`src/hw/keyscan_pkg.sv`:
```
/*
 * Constants, carriers and helpers for the keypad scan/event controller.
 * Assumes a single 100 MHz system clock and a byte-wide register port
 * fed by the serial command interpreter outside this block.
 */
package keyscan_pkg;
  // ----------------------------------------------------------------
  // Register map
  // ----------------------------------------------------------------
  localparam logic [7:0] A_SETTLE = 8'h01;
  localparam logic [7:0] A_DEBOUNCE = 8'h02;
  localparam logic [7:0] A_DIMS = 8'h03;
  localparam logic [7:0] A_PINS_LO = 8'h04;
  localparam logic [7:0] A_PINS_HI = 8'h05;
  localparam logic [7:0] A_RAW = 8'h06;
  localparam logic [7:0] A_MASKED = 8'h07;
  localparam logic [7:0] A_IRQ_CLR = 8'h08;
  localparam logic [7:0] A_IRQ_MASK = 8'h09;
  localparam logic [7:0] A_CODE0 = 8'h0C;
  localparam logic [7:0] A_EVT = 8'h10;
  localparam logic [7:0] A_CLK_GATE = 8'h8A;
  localparam logic [7:0] A_GLOBAL = 8'h91;
  localparam logic [7:0] A_PINFN = 8'hA7;
  localparam logic [7:0] A_PULLR_LO = 8'hAA;
  localparam logic [7:0] A_PULLR_HI = 8'hAB;
  localparam logic [7:0] A_PULLC_LO = 8'hAC;
  localparam logic [7:0] A_PULLC_HI = 8'hAD;
  // ----------------------------------------------------------------
  // Fields and codes
  // ----------------------------------------------------------------
  localparam logic [7:0] EMPTY_CODE = 8'h7F;
  localparam logic [7:0] RST_BYTE = 8'h00;
  localparam logic [15:0] RST_WORD = 16'h0000;
  localparam int FLUSH_BIT = 0;
  localparam int SC_CLR_BIT = 1;
  localparam int RAW_EVT = 0;
  localparam int RAW_SC = 1;
  localparam int RAW_LOST = 2;
  localparam int RAW_W = 3;
  localparam int MULTI_BIT = 7;
  localparam int CLK_EN_BIT = 0;
  localparam int GLOBAL_KPD_BIT = 0;
  localparam int PIN_ROW_LSB = 8;
  localparam int COL_ROT = 6;
  localparam int DIM_ROW_LSB = 4;
  localparam int DIM_COL_LSB = 0;
  localparam int NPIN = 8;
  localparam int FIFO_DEPTH = 4;
  localparam int EVT_W = 8;
  // ----------------------------------------------------------------
  // Timing
  // ----------------------------------------------------------------
  localparam int CLK_FREQ_MHZ = 100;
  localparam int SCAN_INTERVAL_US = 4000;
  localparam int SCAN_CYCLES_DEF = SCAN_INTERVAL_US * CLK_FREQ_MHZ;
  localparam int TICK_W = 19;
  localparam int TIME_REF_MS = 12;
  localparam logic [15:0] TIME_REF_VAL = 16'h0080;
  localparam logic [15:0] REF_SCANS = 16'(TIME_REF_MS * 1000 / SCAN_INTERVAL_US);

  typedef enum logic [1:0] {SCAN_IDLE, SCAN_SWEEP, SCAN_EMIT} scan_state_type;

  typedef struct packed {
    logic [7:0] addr;
    logic [7:0] wdata;
    logic wr;
    logic rd;
  } reg_req_type;

  typedef struct packed {
    logic [7:0] settle;
    logic [7:0] debounce;
    logic [7:0] dims;
    logic [15:0] pins;
    logic [7:0] mask;
    logic [7:0] clk_gate;
    logic [7:0] pinfn;
    logic [15:0] pull_r;
    logic [15:0] pull_c;
    logic [2:0] lk;
    logic [7:0] r1;
    logic [7:0] r2;
    scan_state_type st;
    logic [TICK_W-1:0] tick;
    logic [2:0] col;
    logic [5:0] idx;
    logic [63:0] snap;
    logic [63:0] cand;
    logic [63:0] rep;
    logic [7:0] stab;
    logic [3:0] kv;
    logic [3:0][7:0] kc;
    logic sc_flag;
    logic lost;
    logic [7:0] rdata;
  } kp_state_type;

  // Register value to scans of 4 ms, rounded up, never below one
  function automatic logic [7:0] scans_for(input logic [7:0] v);
    logic [15:0] t;
    t = (16'(v) * REF_SCANS + TIME_REF_VAL - 16'h0001) / TIME_REF_VAL;
    scans_for = (t == 16'h0000) ? 8'h01 : t[7:0];
  endfunction : scans_for

  // Event byte: release, zero, row, column; never equals the empty code
  function automatic logic [7:0] make_code(input logic rel, input logic [5:0] idx);
    make_code = {rel, 1'b0, idx[2:0], idx[5:3]};
  endfunction : make_code
endpackage : keyscan_pkg

```
`src/hw/keypad_scan_event_controller.sv`:
```
/*
 * Event FIFO and keypad scan/event controller top.
 * Assumes the serial interface issues one-cycle rd/wr strobes on mclk,
 * keeps the address pointer still while addr_hold is high, and that
 * row pins are pulled up outside while a driven column pulls low.
 */
`timescale 1ns/1ps

// ------------------------------------------------------------------
// Event FIFO
// ------------------------------------------------------------------
module key_event_fifo #(
  parameter int WIDTH = 8,
  parameter int DEPTH = 4
) (
  // Clock and reset
  input wire logic mclk,
  input wire logic sys_rst,
  input wire logic flush,
  // Fill side
  input wire logic in_valid,
  output logic in_ready,
  input wire logic [WIDTH-1:0] in_data,
  // Drain side
  output logic out_valid,
  input wire logic out_ready,
  output logic [WIDTH-1:0] out_data
);
  localparam int AW = $clog2(DEPTH);
  typedef struct packed {
    logic [DEPTH-1:0][WIDTH-1:0] mem;
    logic [AW-1:0] wp;
    logic [AW-1:0] rp;
    logic [AW:0] cnt;
  } fifo_state_type;
  fifo_state_type s;
  fifo_state_type n;
  logic do_push;
  logic do_pop;

  assign in_ready = (s.cnt != (AW+1)'(DEPTH)) && !flush;
  assign out_valid = (s.cnt != '0);
  assign out_data = s.mem[s.rp];

  always_comb begin
    n = s;
    do_push = in_valid && in_ready;
    do_pop = out_valid && out_ready && !flush;
    if (flush) begin
      n.wp = '0;
      n.rp = '0;
      n.cnt = '0;
    end else begin
      if (do_push) begin
        n.mem[s.wp] = in_data;
        n.wp = AW'(s.wp + 1'b1);
      end
      if (do_pop) begin
        n.rp = AW'(s.rp + 1'b1);
      end
      n.cnt = (AW+1)'(s.cnt + do_push - do_pop);
    end
  end

  always_ff @(posedge mclk) begin
    if (sys_rst) begin
      s <= '0;
    end else begin
      s <= n;
    end
  end
endmodule : key_event_fifo

// ------------------------------------------------------------------
// Keypad scan/event controller
// ------------------------------------------------------------------
// Operation
// - Scan all assigned matrix keys each 4 ms, comparing against last state.
// - Every key press or release becomes one event FIFO entry, or sets the lost flag when the FIFO is full.
// - Key presses are also recorded in four pressed-key code registers.
// - Raw event flag is set while the event FIFO holds entries.
// - Status-change raw flag is set whenever keyboard status changes.
// - Summary bit set when any raw bit set; irq pin follows, masked.
// - Masked status equals raw bits gated by the enable mask, continuously.
// - Reading the event port with an empty FIFO returns 0x7F.
// - Code register read clears status-change flag once all code registers and the event FIFO are emptied.
// - Raw event flag clears when an event port read empties the FIFO.
// - Flush bit empties FIFO and clears raw event and lost flags.
// - Address pointer does not advance on event port reads.
// - Up to four presses kept; later slots set previous multi-key flag.
// - Each pressed-key code register clears when read.
// - Settle value 0x80 means 12 ms.
// - Debounce value 0x80 means 12 ms.
// - Matrix size: rows in upper nibble, columns in lower nibble.
// - Pin assign word 0xFC3F puts rows 7..2 and columns 7..2 in matrix.
// - Pull control words hold two bits per pin.
// - Writing 0x03 to interrupt clear clears pending keyboard flags.
module keypad_scan_event_controller
  import keyscan_pkg::*;
#(
  parameter int SCAN_CYCLES = keyscan_pkg::SCAN_CYCLES_DEF
) (
  // Clock and reset
  input wire logic mclk,
  input wire logic sys_rst,
  // Register port
  input keyscan_pkg::reg_req_type reg_req,
  output logic [7:0] reg_rdata,
  output logic reg_addr_hold,
  // Keyscan link clock
  input wire logic link_clk,
  // Matrix pins
  input wire logic [7:0] matrix_row_pin,
  output logic [7:0] matrix_column_pin_o,
  output logic [7:0] matrix_column_pin_oe,
  // Pad control
  output logic [15:0] pull_rows,
  output logic [15:0] pull_cols,
  output logic [7:0] pin_function,
  // Interrupt
  output logic host_irq_pin_n
);
  import keyscan_pkg::*;

  localparam logic [TICK_W-1:0] TICK_LAST = TICK_W'(SCAN_CYCLES - 1);

  kp_state_type s;
  kp_state_type n;
  logic lk_rise;
  logic push;
  logic press;
  logic flush;
  logic stall;
  logic ev_ready;
  logic ev_valid;
  logic pop;
  logic [7:0] ev_data;
  logic [7:0] ev_code;
  logic [RAW_W-1:0] raw;
  logic [RAW_W-1:0] masked;
  logic [7:0] row_en;
  logic [7:0] col_en;
  logic [7:0] row_hit;
  logic [7:0] need;
  logic [1:0] slot;
  logic [1:0] rd_slot;
  logic code_rd;

  // ----------------------------------------------------------------
  // Matrix enables from size and pin assignment
  // ----------------------------------------------------------------
  for (genvar i = 0; i < NPIN; i++) begin : g_pin
    assign row_en[i] = s.pins[PIN_ROW_LSB+i] &
                       (4'(i) < s.dims[DIM_ROW_LSB +: 4]);
    assign col_en[i] = s.pins[(i+COL_ROT)%NPIN] &
                       (4'(i) < s.dims[DIM_COL_LSB +: 4]);
    // Rows idle high; a pressed key pulls its row to the driven column
    assign row_hit[i] = ~s.r2[i] & row_en[i];
  end

  // ----------------------------------------------------------------
  // Event FIFO
  // ----------------------------------------------------------------
  key_event_fifo #(
    .WIDTH(EVT_W),
    .DEPTH(FIFO_DEPTH)
  ) u_fifo (
    .mclk(mclk),
    .sys_rst(sys_rst),
    .flush(flush),
    .in_valid(push),
    .in_ready(ev_ready),
    .in_data(ev_code),
    .out_valid(ev_valid),
    .out_ready(pop),
    .out_data(ev_data)
  );

  assign lk_rise = s.lk[1] & ~s.lk[2];
  assign need = (scans_for(s.settle) > scans_for(s.debounce)) ?
                scans_for(s.settle) : scans_for(s.debounce);
  assign ev_code = make_code(~s.cand[s.idx], s.idx);
  assign press = s.cand[s.idx];
  assign flush = reg_req.wr && reg_req.addr == A_IRQ_CLR &&
                 reg_req.wdata[FLUSH_BIT];
  // Emitter pauses on any read or flush so read-clears never race a press
  assign stall = flush || reg_req.rd;
  assign push = (s.st == SCAN_EMIT) && !stall &&
                (s.cand[s.idx] != s.rep[s.idx]);
  assign code_rd = reg_req.rd && reg_req.addr[7:2] == A_CODE0[7:2];
  assign rd_slot = reg_req.addr[1:0];
  assign pop = reg_req.rd && reg_req.addr == A_EVT;
  assign reg_addr_hold = (reg_req.addr == A_EVT);

  // ----------------------------------------------------------------
  // Interrupt chain
  // ----------------------------------------------------------------
  always_comb begin
    raw = '0;
    raw[RAW_EVT] = ev_valid;
    raw[RAW_SC] = s.sc_flag;
    raw[RAW_LOST] = s.lost;
  end
  assign masked = raw & s.mask[RAW_W-1:0];
  assign host_irq_pin_n = ~|masked;

  // First free code slot
  always_comb begin
    slot = 2'h0;
    for (int i = 3; i >= 0; i--) begin
      if (!s.kv[i]) begin
        slot = 2'(i);
      end
    end
  end

  // ----------------------------------------------------------------
  // Next state
  // ----------------------------------------------------------------
  always_comb begin
    n = s;
    n.lk = {s.lk[1:0], link_clk};
    n.r1 = matrix_row_pin;
    n.r2 = s.r1;
    n.tick = (s.tick == TICK_LAST) ? '0 : TICK_W'(s.tick + 1'b1);
    if (reg_req.wr) begin
      case (reg_req.addr)
        A_SETTLE: n.settle = reg_req.wdata;
        A_DEBOUNCE: n.debounce = reg_req.wdata;
        A_DIMS: n.dims = reg_req.wdata;
        A_PINS_LO: n.pins[7:0] = reg_req.wdata;
        A_PINS_HI: n.pins[15:8] = reg_req.wdata;
        A_IRQ_MASK: n.mask = reg_req.wdata;
        A_CLK_GATE: n.clk_gate = reg_req.wdata;
        A_PINFN: n.pinfn = reg_req.wdata;
        A_PULLR_LO: n.pull_r[7:0] = reg_req.wdata;
        A_PULLR_HI: n.pull_r[15:8] = reg_req.wdata;
        A_PULLC_LO: n.pull_c[7:0] = reg_req.wdata;
        A_PULLC_HI: n.pull_c[15:8] = reg_req.wdata;
        A_IRQ_CLR: begin
          if (reg_req.wdata[SC_CLR_BIT]) begin
            n.sc_flag = 1'b0;
          end
        end
        default: ;
      endcase
    end
    if (flush) begin
      n.lost = 1'b0;
    end
    if (reg_req.rd) begin
      case (reg_req.addr)
        A_SETTLE: n.rdata = s.settle;
        A_DEBOUNCE: n.rdata = s.debounce;
        A_DIMS: n.rdata = s.dims;
        A_PINS_LO: n.rdata = s.pins[7:0];
        A_PINS_HI: n.rdata = s.pins[15:8];
        A_RAW: n.rdata = 8'(raw);
        A_MASKED: n.rdata = 8'(masked);
        A_IRQ_MASK: n.rdata = s.mask;
        A_CLK_GATE: n.rdata = s.clk_gate;
        A_GLOBAL: n.rdata = 8'(|raw) << GLOBAL_KPD_BIT;
        A_PINFN: n.rdata = s.pinfn;
        A_PULLR_LO: n.rdata = s.pull_r[7:0];
        A_PULLR_HI: n.rdata = s.pull_r[15:8];
        A_PULLC_LO: n.rdata = s.pull_c[7:0];
        A_PULLC_HI: n.rdata = s.pull_c[15:8];
        A_EVT: n.rdata = ev_valid ? ev_data : EMPTY_CODE;
        default: n.rdata = RST_BYTE;
      endcase
      if (code_rd) begin
        n.rdata = s.kv[rd_slot] ? s.kc[rd_slot] : EMPTY_CODE;
        n.kv[rd_slot] = 1'b0;
        n.kc[rd_slot] = RST_BYTE;
        if (n.kv == 4'h0 && !ev_valid) begin
          n.sc_flag = 1'b0;
        end
      end
    end
    case (s.st)
      SCAN_IDLE: begin
        // Scans start only with the keyscan clock gate open
        if (s.tick == TICK_LAST && s.clk_gate[CLK_EN_BIT]) begin
          n.st = SCAN_SWEEP;
          n.col = 3'h0;
          n.idx = 6'h00;
        end
      end
      SCAN_SWEEP: begin
        // First link edge only arms, so column 0 also settles a full period
        if (lk_rise && !s.idx[0]) begin
          n.idx[0] = 1'b1;
        end else if (lk_rise) begin
          n.snap[{s.col, 3'h0} +: NPIN] = col_en[s.col] ? row_hit : 8'h00;
          n.col = 3'(s.col + 1'b1);
          if (s.col == 3'h7) begin
            n.st = SCAN_IDLE;
            if (n.snap != s.cand) begin
              n.cand = n.snap;
              n.stab = 8'h01;
            end else if (s.stab != 8'hFF) begin
              n.stab = 8'(s.stab + 1'b1);
            end
            if (n.stab >= need) begin
              n.st = SCAN_EMIT;
              n.idx = 6'h00;
            end
          end
        end
      end
      SCAN_EMIT: begin
        if (!stall) begin
          if (push) begin
            n.rep[s.idx] = s.cand[s.idx];
            n.sc_flag = 1'b1;
            if (!ev_ready) begin
              n.lost = 1'b1;
            end
            if (press && s.kv != 4'hF) begin
              n.kv[slot] = 1'b1;
              n.kc[slot] = {1'b0, ev_code[6:0]};
              if (slot != 2'h0) begin
                n.kc[2'(slot - 1'b1)][MULTI_BIT] = 1'b1;
              end
            end
          end
          n.idx = 6'(s.idx + 1'b1);
          if (s.idx == 6'h3F) begin
            n.st = SCAN_IDLE;
          end
        end
      end
      default: n.st = SCAN_IDLE;
    endcase
  end

  always_ff @(posedge mclk) begin
    if (sys_rst) begin
      s <= '0;
    end else begin
      s <= n;
    end
  end

  // ----------------------------------------------------------------
  // Outputs
  // ----------------------------------------------------------------
  assign reg_rdata = s.rdata;
  assign pull_rows = s.pull_r;
  assign pull_cols = s.pull_c;
  assign pin_function = s.pinfn;
  assign matrix_column_pin_o = 8'h00;
  assign matrix_column_pin_oe = (s.st == SCAN_SWEEP && col_en[s.col]) ?
                                (8'h01 << s.col) : 8'h00;
endmodule : keypad_scan_event_controller

```
`config.mk`:
```
export PLATFORM = sky130hd
export DESIGN_NAME = keypad_scan_event_controller
export DESIGN_NICKNAME = d
export VERILOG_FILES = /design/src/hw/keyscan_pkg.sv /design/src/hw/keypad_scan_event_controller.sv
export SDC_FILE = /design/constraint.sdc
export NUM_CORES = 1
export LEC_CHECK = 0
export BUFFER_PORTS_ARGS = -buffer_cell sky130_fd_sc_hd__buf_2
export CAP_MARGIN = 30
export CORE_MARGIN = 2
export CORE_UTILIZATION = 59
export CTS_CLUSTER_DIAMETER = 150
export DETAILED_ROUTE_END_ITERATION = 7
export PLACE_DENSITY = 0.79
export SLEW_MARGIN = 5
export SYNTH_ARGS = -nofsm -noshare
export SYNTH_HDL_FRONTEND = slang
export SYNTH_SLANG_ARGS = --single-unit
```
`constraint.sdc`:
```
create_clock -name mclk -period 6.4 [get_ports mclk]
set_input_delay 1.28 -clock mclk [delete_from_list [all_inputs] [get_ports mclk]]
set_output_delay 1.28 -clock mclk [all_outputs]
set_load 0.01 [all_outputs]
```
---- Word-level counts from Yosys, hierarchy flattened ----
Index checks and enable logic that the tools add are counted.
word-level totals
  bits in registers ....................... 430
  output and inout port bits .............. 66
  word-level logic and storage cells ...... 311
cells by class
  $add $sub $neg .......................... 14
  multipliers ............................. 2
  $lt $le $gt $ge ......................... 30
  equality and inequality tests ........... 38
  shift-type cells ........................ 3
  muxes and demuxes ....................... 81
  bitwise operators ....................... 45
  reduce and logical (&&, ||, !) cells .... 59
operator list
  cell                                                   number
  2-to-1 mux 8 bit                                       21
  2-to-1 mux 137 bit                                     1
  bitwise mux 64 bit                                     2
  2-to-1 mux 64 bit                                      2
  case mux 8 bit (16 select lines)                       1
  2-to-1 mux 38 bit                                      3
  2-to-1 mux 37 bit                                      2
  bitwise mux 32 bit                                     2
  demux 8 bit (select 2 bit)                             4
  != test 64 bit                                         1
  variable shift 8 x 8 -> 64 bit (first input constant)  1
  variable part select 8 x 8 -> 64 bit                   1
  == test 8 bit (second input constant)                  7
  2-to-1 mux 36 bit                                      1
  AND 32 bit                                             1
  binary-select mux 8 bit (select 2 bit)                 2
  == test 8 x 3 -> 1 bit (second input constant)         4
  logical NOT 16 bit                                     2
  < comparator 3 x 4 -> 1 bit (first input constant)     8
  2-to-1 mux 32 bit                                      1
  NOT 32 bit                                             1
  bitwise OR 32 bit                                      1
  AND reduction 2 bit                                    13
  AND 1 bit                                              25
  69 further kinds                                       165

---- Longest topological paths before layout ----
Gate-level depths: netlist of run 1.
  depth after elaboration ................. 19
  mapped depth ............................ 29
  gate-level depth less buffers ........... 29

---- Cells and area by module ----
Synthesis of run 1 repeated with hierarchy kept, for this count alone.
second synthesis, totals
  cells, all modules ...................... 2,915
  area total of the unflattened synthesis .. 23,633.9 um^2
by module, submodules not included
  module                        instances  cells an instance  area an instance (um^2)  seq. area each (um^2)
  keypad_scan_event_controller  1          2,740              21,699.6                 7,827.5
  key_event_fifo                1          175                1,934.4                  780.7

---- Worst setup path after synthesis of run 1 ----
OpenSTA, ideal clock, no wires.
  kind .................................... register to register
  from .................................... reg s[253] (netlist bit)
  to ...................................... reg s, in the netlist ev_code[4]
  setup time .............................. 72 ps
  data arrival time ....................... 5,573 ps
  data required time ...................... 6,328 ps
  slack ................................... 756 ps
  stages on the path, launching flop included .. 26
  cells stage by stage .................... dfxtp_1 -> buf_6 -> buf_6 -> inv_1 -> ha_1 -> ha_1 -> or3b_2 -> clkbuf_1 -> nor3_1 -> nand2_1 -> o41ai_1 -> xor2_1 -> a2111oi_2 -> nand4_1 -> or4_1 -> buf_2 -> buf_2 -> nor2_1 -> ha_1 -> nand2b_1 -> a21o_1 -> a21o_1 -> inv_1 -> o21ai_0 -> a2bb2oi_2 -> mux2i_1
between the ends
  word-level cells in the longest chain between the ends .. 14
  elaborated cells between the ends (all ways) .. 18
  those cells by class .................... 1 x add/sub; 1 x order compare; 4 x eq/ne; 2 x shift; 9 x mux; 1 x reduce/logical
ends and longest elaborated chain
  element                                   line                                 text
  start, declared                           keypad_scan_event_controller.sv:127  kp_state_type s;
  start signal, assigned                    keypad_scan_event_controller.sv:341  s <= n;
  binary-select mux 1 bit (select 3 bit)    keypad_scan_event_controller.sv:294  n.snap[{s.col, 3'h0} +: NPIN] = col_en[s.col] ? row_hit : 8'h00;
  2-to-1 mux 1 bit (not written as such)    keypad_scan_event_controller.sv:294
  2-to-1 mux 8 bit                          keypad_scan_event_controller.sv:294
  variable part select 8 x 8 -> 64 bit      keypad_scan_event_controller.sv:294
  bitwise mux 64 bit                        keypad_scan_event_controller.sv:294
  != test 64 bit                            keypad_scan_event_controller.sv:298  if (n.snap != s.cand) begin
  2-to-1 mux 8 bit                          keypad_scan_event_controller.sv:298
  2-to-1 mux 8 bit                          keypad_scan_event_controller.sv:296  if (s.col == 3'h7) begin
  2-to-1 mux 8 bit                          keypad_scan_event_controller.sv:293  end else if (lk_rise) begin
  2-to-1 mux 8 bit                          keypad_scan_event_controller.sv:291  if (lk_rise && !s.idx[0]) begin
  2-to-1 mux 8 bit                          keypad_scan_event_controller.sv:280  case (s.st)
  greater-or-equal comparator 8 bit         keypad_scan_event_controller.sv:304  if (n.stab >= need) begin
  != test 2 bit (no source line)            --
  AND reduction 7 bit (no source line) (*)  --
Mark *: on every way between the ends. The rest lies on a longest branch, timed or not. The select of a mux whose other input is x is not followed.
A chain may end at the register's enable or synchronous reset.

---- Worst setup path after layout of run 1 ----
  from .................................... reg s[252] (netlist bit)
  to ...................................... reg s, in the netlist ev_code[4]
Same word-level chain as after synthesis.

==> results.toml, run 1 <==
[status]
run_status = "finished, final reports clean"

[setup_path]
slowest_delay_ps = 740
cp_data_arrival_time_ps = 6520
critPathRequiredTime_ps = 6940
worst_setup_path_start_kind = "register"
crit_fanout = 10
critPathCaptureType = "register"
cp_class = "register to register"
critical_path.most_common_cell = "sky130_fd_sc_hd__ha_1"
critPathSlowestCell = "sky130_fd_sc_hd__or4_2"
path_cells = "inv_1 -> ha_1 -> ha_1 -> or3b_2 -> nor3_1 -> nand2_1 -> o41ai_1 -> xor2_1 -> a2111oi_0 -> nand4_1 -> or4_2 -> nor2_1 -> ha_1 -> nand2b_1 -> a21o_1 -> a21o_1 -> inv_1 -> o21ai_1 -> a2bb2oi_2 -> mux2i_1"

[layout]
areaGrowthSynthToFinish_pct = 9.205
finalNetCount = 2860
final_cell_mix = "sky130_fd_sc_hd__dfxtp_1 (426), sky130_fd_sc_hd__nand2_1 (273), sky130_fd_sc_hd__nor2_1 (265)"
antenna_cells = 0
final_cells = 3329
mostFrequentLayoutCell = "sky130_fd_sc_hd__dfxtp_1"
drive_gt1_share_pct = 10.89
fill_cells = 3272

[grt]
grtUsageTotal_pct = 38.20
grt_start_max_net_pins = 219
grt_util_met2_pct = 57.14
met3_usage_pct = 9.805
grt_overflow = 0
grt-busiest-layer = "met2"
grt_first_pass_wirelength_um = 122000
first_global_vias = 20632
grt.met1_usage_pct = 53.89
antenna_found_initial = 0

[timing]
aggregate_negative_setup_slack_ps = 0
tightestPinTransition_ps = 1132
skew_ps = 28.27
grt_setup_unrepaired = "no"
period_share_pct = 93.41
timing_hold_violations_final = 0
slew_headroom_pct = 24.52
timing.final.crit_period_ps = 5978
timing.final.max_slew_violations = 0
setup_violations = 0
achievable-frequency_mhz = 167.3

[yosys]
seq_area_frac_synth_pct = 37.35
main_combinational_cell_family_by_area_after_synthesis = "simple AND/OR/NAND/NOR gates"
compound_gate_portion_of_the_synthesized_area_pct = 18.00
synth_area_leader_cell = "sky130_fd_sc_hd__dfxtp_1"
synth_xor_area_share_pct = 3.068
postSynthCellCount = 2831
synth_warnings = 0
synth_area_sq_um = 22840
multiplexer_area_fraction_after_synthesis_pct = 7.024
synthDistinctLibCells = 90
synth_edf_count = 0
post_synth.cell_area_avg_sq_um = 8.066
total_of_flip_flops_plus_latches_after_synthesis = 426
synth_area_leaders = "sky130_fd_sc_hd__dfxtp_1 (37%), sky130_fd_sc_hd__a21oi_1 (5.2%), sky130_fd_sc_hd__mux2i_1 (5.0%)"
synth_async_sr_flop_share_pct = 0
synth_top_cell_area_share_pct = 37.35
most_used_flip_flop_cell_after_synthesis = "sky130_fd_sc_hd__dfxtp_1"
synth_adder_area_share_pct = 3.151
share_of_synthesized_cell_area_in_and_or_nand_and_nor_gates_pct = 24.36

[routing]
firstDrtPassIters = 8
wl_per_cell_um = 23.94
drc = 0
ant_nets = 0
drt_iter0_markers = 2926
routed_wirelength_um = 79700
vias = 22157
post_drt_via_cell_ratio = 6.656

[floorplanning]
die_area_sq_um = 40290
num_rows = 72
chip_height_um = 200.7
design.core.area_sq_um = 38470
io_pins = 95
x_dimension_of_the_die_um = 200.7
initial_core_util_pct = 59.36

[power]
share_comb_of_total_power_pct = 2.5
switching_part_of_the_total_pct = 22.45
power.density_nw_per_um2 = 229.4
p_int_w = 0.004437
p_sw_w = 0.001285
vdd_drop_max_mv = 0.2827
p_clk_share_pct = 50.9
power.sequential.fraction_pct = 46.7
total_leakage_power_nw = 9.086

[clocking]
cts-root-to-sink-buffers = 3
cts_root_buffer = "sky130_fd_sc_hd__clkbuf_16"
clock_buffer_count_from_cts = 47
worstSkewPairLatency_ps = 620
post_cts_hold_buffer_count = 0
clkTransAtPathRegs_ps = 60
clock_tree_from_tritoncts = "done"
clkSinkCount = 426
h-tree-depth = 2

[job]
cap_violations = 0

[min_path]
min_path_type = "register to register"

[place]
place.port_buffers = 86
gp_congestion = 1.039
place.detailed.hpwl_um = 54460
placed_cells_incl_taps = 3240
[metrics by stage]
stage | utilization (%) | total power, W | setup slack (ps) | cell area (sq um) | hold WS (ps)
2_1_floorplan | - | 0.002824 | 755.5 | 22860 | 411.3
3_3_place_gp | 60.22 | 0.002861 | 562.2 | 23160 | 425.9
3_5_place_dp | 60.41 | 0.002864 | 418.8 | 23240 | 420.4
4_1_cts | 64.72 | 0.005728 | 412.2 | 24900 | 434.6
5_1_grt | 64.83 | 0.005851 | 33.49 | 24940 | 459.5
6_report | 64.83 | 0.005721 | 421.7 | 24940 | 435.6
[worst max-delay path: cells and delay by family (launching register included)]
family / cells / cell delay [ps]
and+or+nand+nor: 7 / 2600
AOI/OAI and AO/OA: 6 / 1750
adders and majority gates: 3 / 680
DFF: 1 / 330
muxes: 1 / 210
buffers and inverters: 2 / 170
xor gates and xnor gates: 1 / 140
[power by group through the flow]
stage               Clock, W  Sequential (W)  Combinational, W
floorplan                  0         0.00272         0.0000994
global placement           0         0.00273          0.000134
detailed placement         0         0.00273          0.000136
CTS                  0.00292         0.00267          0.000137
global route         0.00303         0.00267          0.000150
finish               0.00291         0.00267          0.000141
[sequential cells by signal, summed over array words and instances, names as in the netlist, 6 cells and up]
name,flops
s,325
u_fifo.s,35
pull_cols,16
pull_rows,16
ev_code,6
pin_function,8
n,10
reg_rdata,8
[worst paths after layout]
kind	start	endpoint	cells past startpoint	slack (ps)
min reg2reg	s[16]	s[16]	2	440
max reg2reg	s[252]	ev_code[4]	20	420
min	s[16]	s[16]	2	440
max	s[252]	ev_code[4]	20	420
[Yosys cell counts (all sizes together) (25+ instances only)]
master / number
nor2b: 34
a22oi: 68
a21oi: 235
inv: 82
nand4: 32
o21ai: 75
nor4: 33
buf: 103
nor3: 187
and3: 25
dfxtp: 426
nand3: 174
o22ai: 48
ha: 55
clkbuf: 170
xor2: 59
nand2: 273
nor2: 265
mux2i: 113
[cell families after synthesis]
kind of cell             after synthesis
XOR/XNOR                              80
flip-flops                           426
AO/OA/AOI/OAI                        625
AND/OR/NAND/NOR                     1149
buffers and inverters                355
multiplexers                         138
other                                  1
adder cells (fa/ha/maj)               57
[per-layer routing]
metal | up-vias | wire length (um)
met5 | - | 0
met3 | 185 | 8970
met4 | 0 | 2389
met1 | 10679 | 33620
met2 | 1244 | 34730
li1 | 10049 | -
[cell type report]
cell class | instances | area [sq um] | area share, %
Sequential cell | 426 | 8528 | 34.20
Tap cell | 518 | 648.1 | 2.599
Clock inverter | 17 | 284.0 | 1.139
Inverter | 82 | 307.8 | 1.234
Timing Repair Buffer | 161 | 1027 | 4.119
Clock buffer | 68 | 1376 | 5.519
Multi-Input combinational cell | 2057 | 12770 | 51.19
[what timing repair did]
item,in CTS,in global routing
endpoints found under the setup margin,0,5
gates resized for setup,0,1
setup buffers,0,0
(Power assumes the default switching activity.)
==> inputs of run 2 (changes only) <==
--- a/config.mk
+++ b/config.mk
@@ -5,13 +5,14 @@
 export SDC_FILE = /design/constraint.sdc
 export NUM_CORES = 1
 export LEC_CHECK = 0
-export BUFFER_PORTS_ARGS = -buffer_cell sky130_fd_sc_hd__buf_2
 export CAP_MARGIN = 30
+export CORE_ASPECT_RATIO = 0.9
 export CORE_MARGIN = 2
 export CORE_UTILIZATION = 59
 export CTS_CLUSTER_DIAMETER = 150
 export DETAILED_ROUTE_END_ITERATION = 7
-export PLACE_DENSITY = 0.79
+export DONT_BUFFER_PORTS = 1
+export PLACE_DENSITY = 0.77
 export SLEW_MARGIN = 5
 export SYNTH_ARGS = -nofsm -noshare
 export SYNTH_HDL_FRONTEND = slang
==> results.toml, run 2 (synthesis gave the netlist of run 1 again) <==
[status]
run_status = "finished, final reports clean"

[routing]
vias = 21747
post_drt_via_cell_ratio = 6.792
ant_nets = 0
firstDrtPassIters = 8
wl_per_cell_um = 24.60
drc = 0
routed_wirelength_um = 78780
drt_iter0_markers = 2999

[job]
cap_violations = 0

[floorplanning]
die_area_sq_um = 40300
io_pins = 95
x_dimension_of_the_die_um = 211.4
design.core.area_sq_um = 38290
num_rows = 68
initial_core_util_pct = 59.64
chip_height_um = 190.6

[layout]
mostFrequentLayoutCell = "sky130_fd_sc_hd__dfxtp_1"
largest-register = "s"
largest_register_ffs = 325
finalNetCount = 2763
final_cell_mix = "sky130_fd_sc_hd__dfxtp_1 (426), sky130_fd_sc_hd__nand2_1 (273), sky130_fd_sc_hd__nor2_1 (265)"
drive_gt1_share_pct = 7.596
antenna_cells = 0
largestRegisters = "s: 325 flops, u_fifo.s: 35 flops"
finalCoreUtilization_pct = 63.17
areaGrowthSynthToFinish_pct = 5.912

[timing]
slew_headroom_pct = 30.69
tightestPinTransition_ps = 1033
grt_setup_unrepaired = "no"
timing.final.max_slew_violations = 0
timing.final.crit_period_ps = 6086
aggregate_negative_setup_slack_ps = 0
skew_ps = 28.03
period_share_pct = 95.09
setup_violations = 0
achievable-frequency_mhz = 164.3
timing_hold_violations_final = 0

[grt]
antenna_found_initial = 0
grt_first_pass_wirelength_um = 120200
grt_start_max_net_pins = 365
grt_overflow = 0
grtUsageTotal_pct = 38.37
first_global_vias = 20484

[setup_path]
crit_fanout = 11
reg2reg_setup_slack_ps = 310
worst_setup_path_start_kind = "register"
cp_class = "register to register"
critPathRequiredTime_ps = 6930
critPathCaptureType = "register"
timing.rr.end = "ev_code[4]"
r2r_start = "s[252]"
worst-r2r-cell-count = 19
cp_data_arrival_time_ps = 6610

[clocking]
clkTransAtPathRegs_ps = 70
worstSkewPairLatency_ps = 600
h-tree-depth = 2
clock_tree_from_tritoncts = "done"
cts_root_buffer = "sky130_fd_sc_hd__clkbuf_16"
clkSinkCount = 426
post_cts_hold_buffer_count = 0
clock_buffer_count_from_cts = 44
cts-root-to-sink-buffers = 3

[power]
vdd_drop_max_mv = 0.2328
power.density_nw_per_um2 = 222.5
total_leakage_power_nw = 8.517

[min_path]
holdPathEnd = "s[278]"
timing.hold.worst_path_depth = 1
min_path_type = "register to register"
hp-start = "n[278]"

[place]
place.detailed.hpwl_um = 53730
gp_congestion = 1.013
place.port_buffers = 0
run 2: how the worst max path moves through the flow:
| stage | slack, ps | cells after the start | startpoint | to |
|---|---|---|---|---|
| final | 310 | 19 | s[252] | ev_code[4] |
| after global routing | 0.3 | 19 | s[252] | ev_code[4] |
| after CTS | 350 | 20 | s[252] | ev_code[4] |
| after detailed placement | 380 | 20 | s[252] | ev_code[4] |
| after global placement | 460 | 18 | s[252] | ev_code[4] |
| after floorplan | 760 | 25 | s[253] | ev_code[4] |
run 2: cell type report:
class	instances	area (sq um)
inverters	82	307.8
repair buffers	67	501.7
clock inverters	20	266.5
well taps	490	613.1
flip-flops and latches	426	8528
clock buffers	60	1201
multi-input cells	2057	12770
fillers	3334	14100
run 2: through the flow:
step	area, sq um	hold slack (ps)	total power (W)	setup slack [ps]	cells
6_report	24190	444.8	0.005381	314.2	3202
5_1_grt	24190	464.8	0.005525	0.2771	3202
4_1_cts	24170	449.1	0.005407	353.1	3201
3_5_place_dp	22710	427.0	0.002784	376.7	3121
3_3_place_gp	22610	419.5	0.002781	455.8	3108
2_1_floorplan	22860	411.3	0.002824	755.5	2838
run 2: what timing repair did:
| action | CTS | global route |
|---|---|---|
| setup endpoints to repair | 0 | 5 |
| gates resized for setup | 0 | 2 |
| hold endpoints to repair | 0 | 0 |
| setup buffers | 0 | 0 |
run 2: worst max-delay path, cell delays in order (launching register included):
cell and delay [ps]:
sky130_fd_sc_hd__dfxtp_1 330, sky130_fd_sc_hd__inv_1 110, sky130_fd_sc_hd__ha_1 250, sky130_fd_sc_hd__ha_1 310, sky130_fd_sc_hd__or3b_2 640, sky130_fd_sc_hd__or3_1 490, sky130_fd_sc_hd__o41ai_1 580, sky130_fd_sc_hd__xor2_1 130
sky130_fd_sc_hd__nor4_1 410, sky130_fd_sc_hd__nand4_1 270, sky130_fd_sc_hd__or4_2 660, sky130_fd_sc_hd__nor2_1 190, sky130_fd_sc_hd__ha_1 250, sky130_fd_sc_hd__nand2b_1 140, sky130_fd_sc_hd__a21o_1 170, sky130_fd_sc_hd__a21o_1 200
sky130_fd_sc_hd__inv_1 60, sky130_fd_sc_hd__o21ai_0 200, sky130_fd_sc_hd__a2bb2oi_2 390, sky130_fd_sc_hd__mux2i_1 230
run 2: report_power, final:
| group | switching (W) | total, W | leakage [nW] | internal, W |
|---|---|---|---|---|
| Sequential | 0.00000970 | 0.00267 | 3.44 | 0.00266 |
| Combinational | 0.0000325 | 0.0000542 | 4.37 | 0.0000217 |
| Clock | 0.00113 | 0.00266 | 0.713 | 0.00153 |
| Total | 0.00117 | 0.00538 | 8.52 | 0.00421 |
run 2: routing by layer:
metal / wire length [um] / global-route usage, %
met1: 31480 / 49.61
met2: 34990 / 60.31
met3: 7904 / 7.806
met4: 4400 / 20.77
met5: 0 / 0
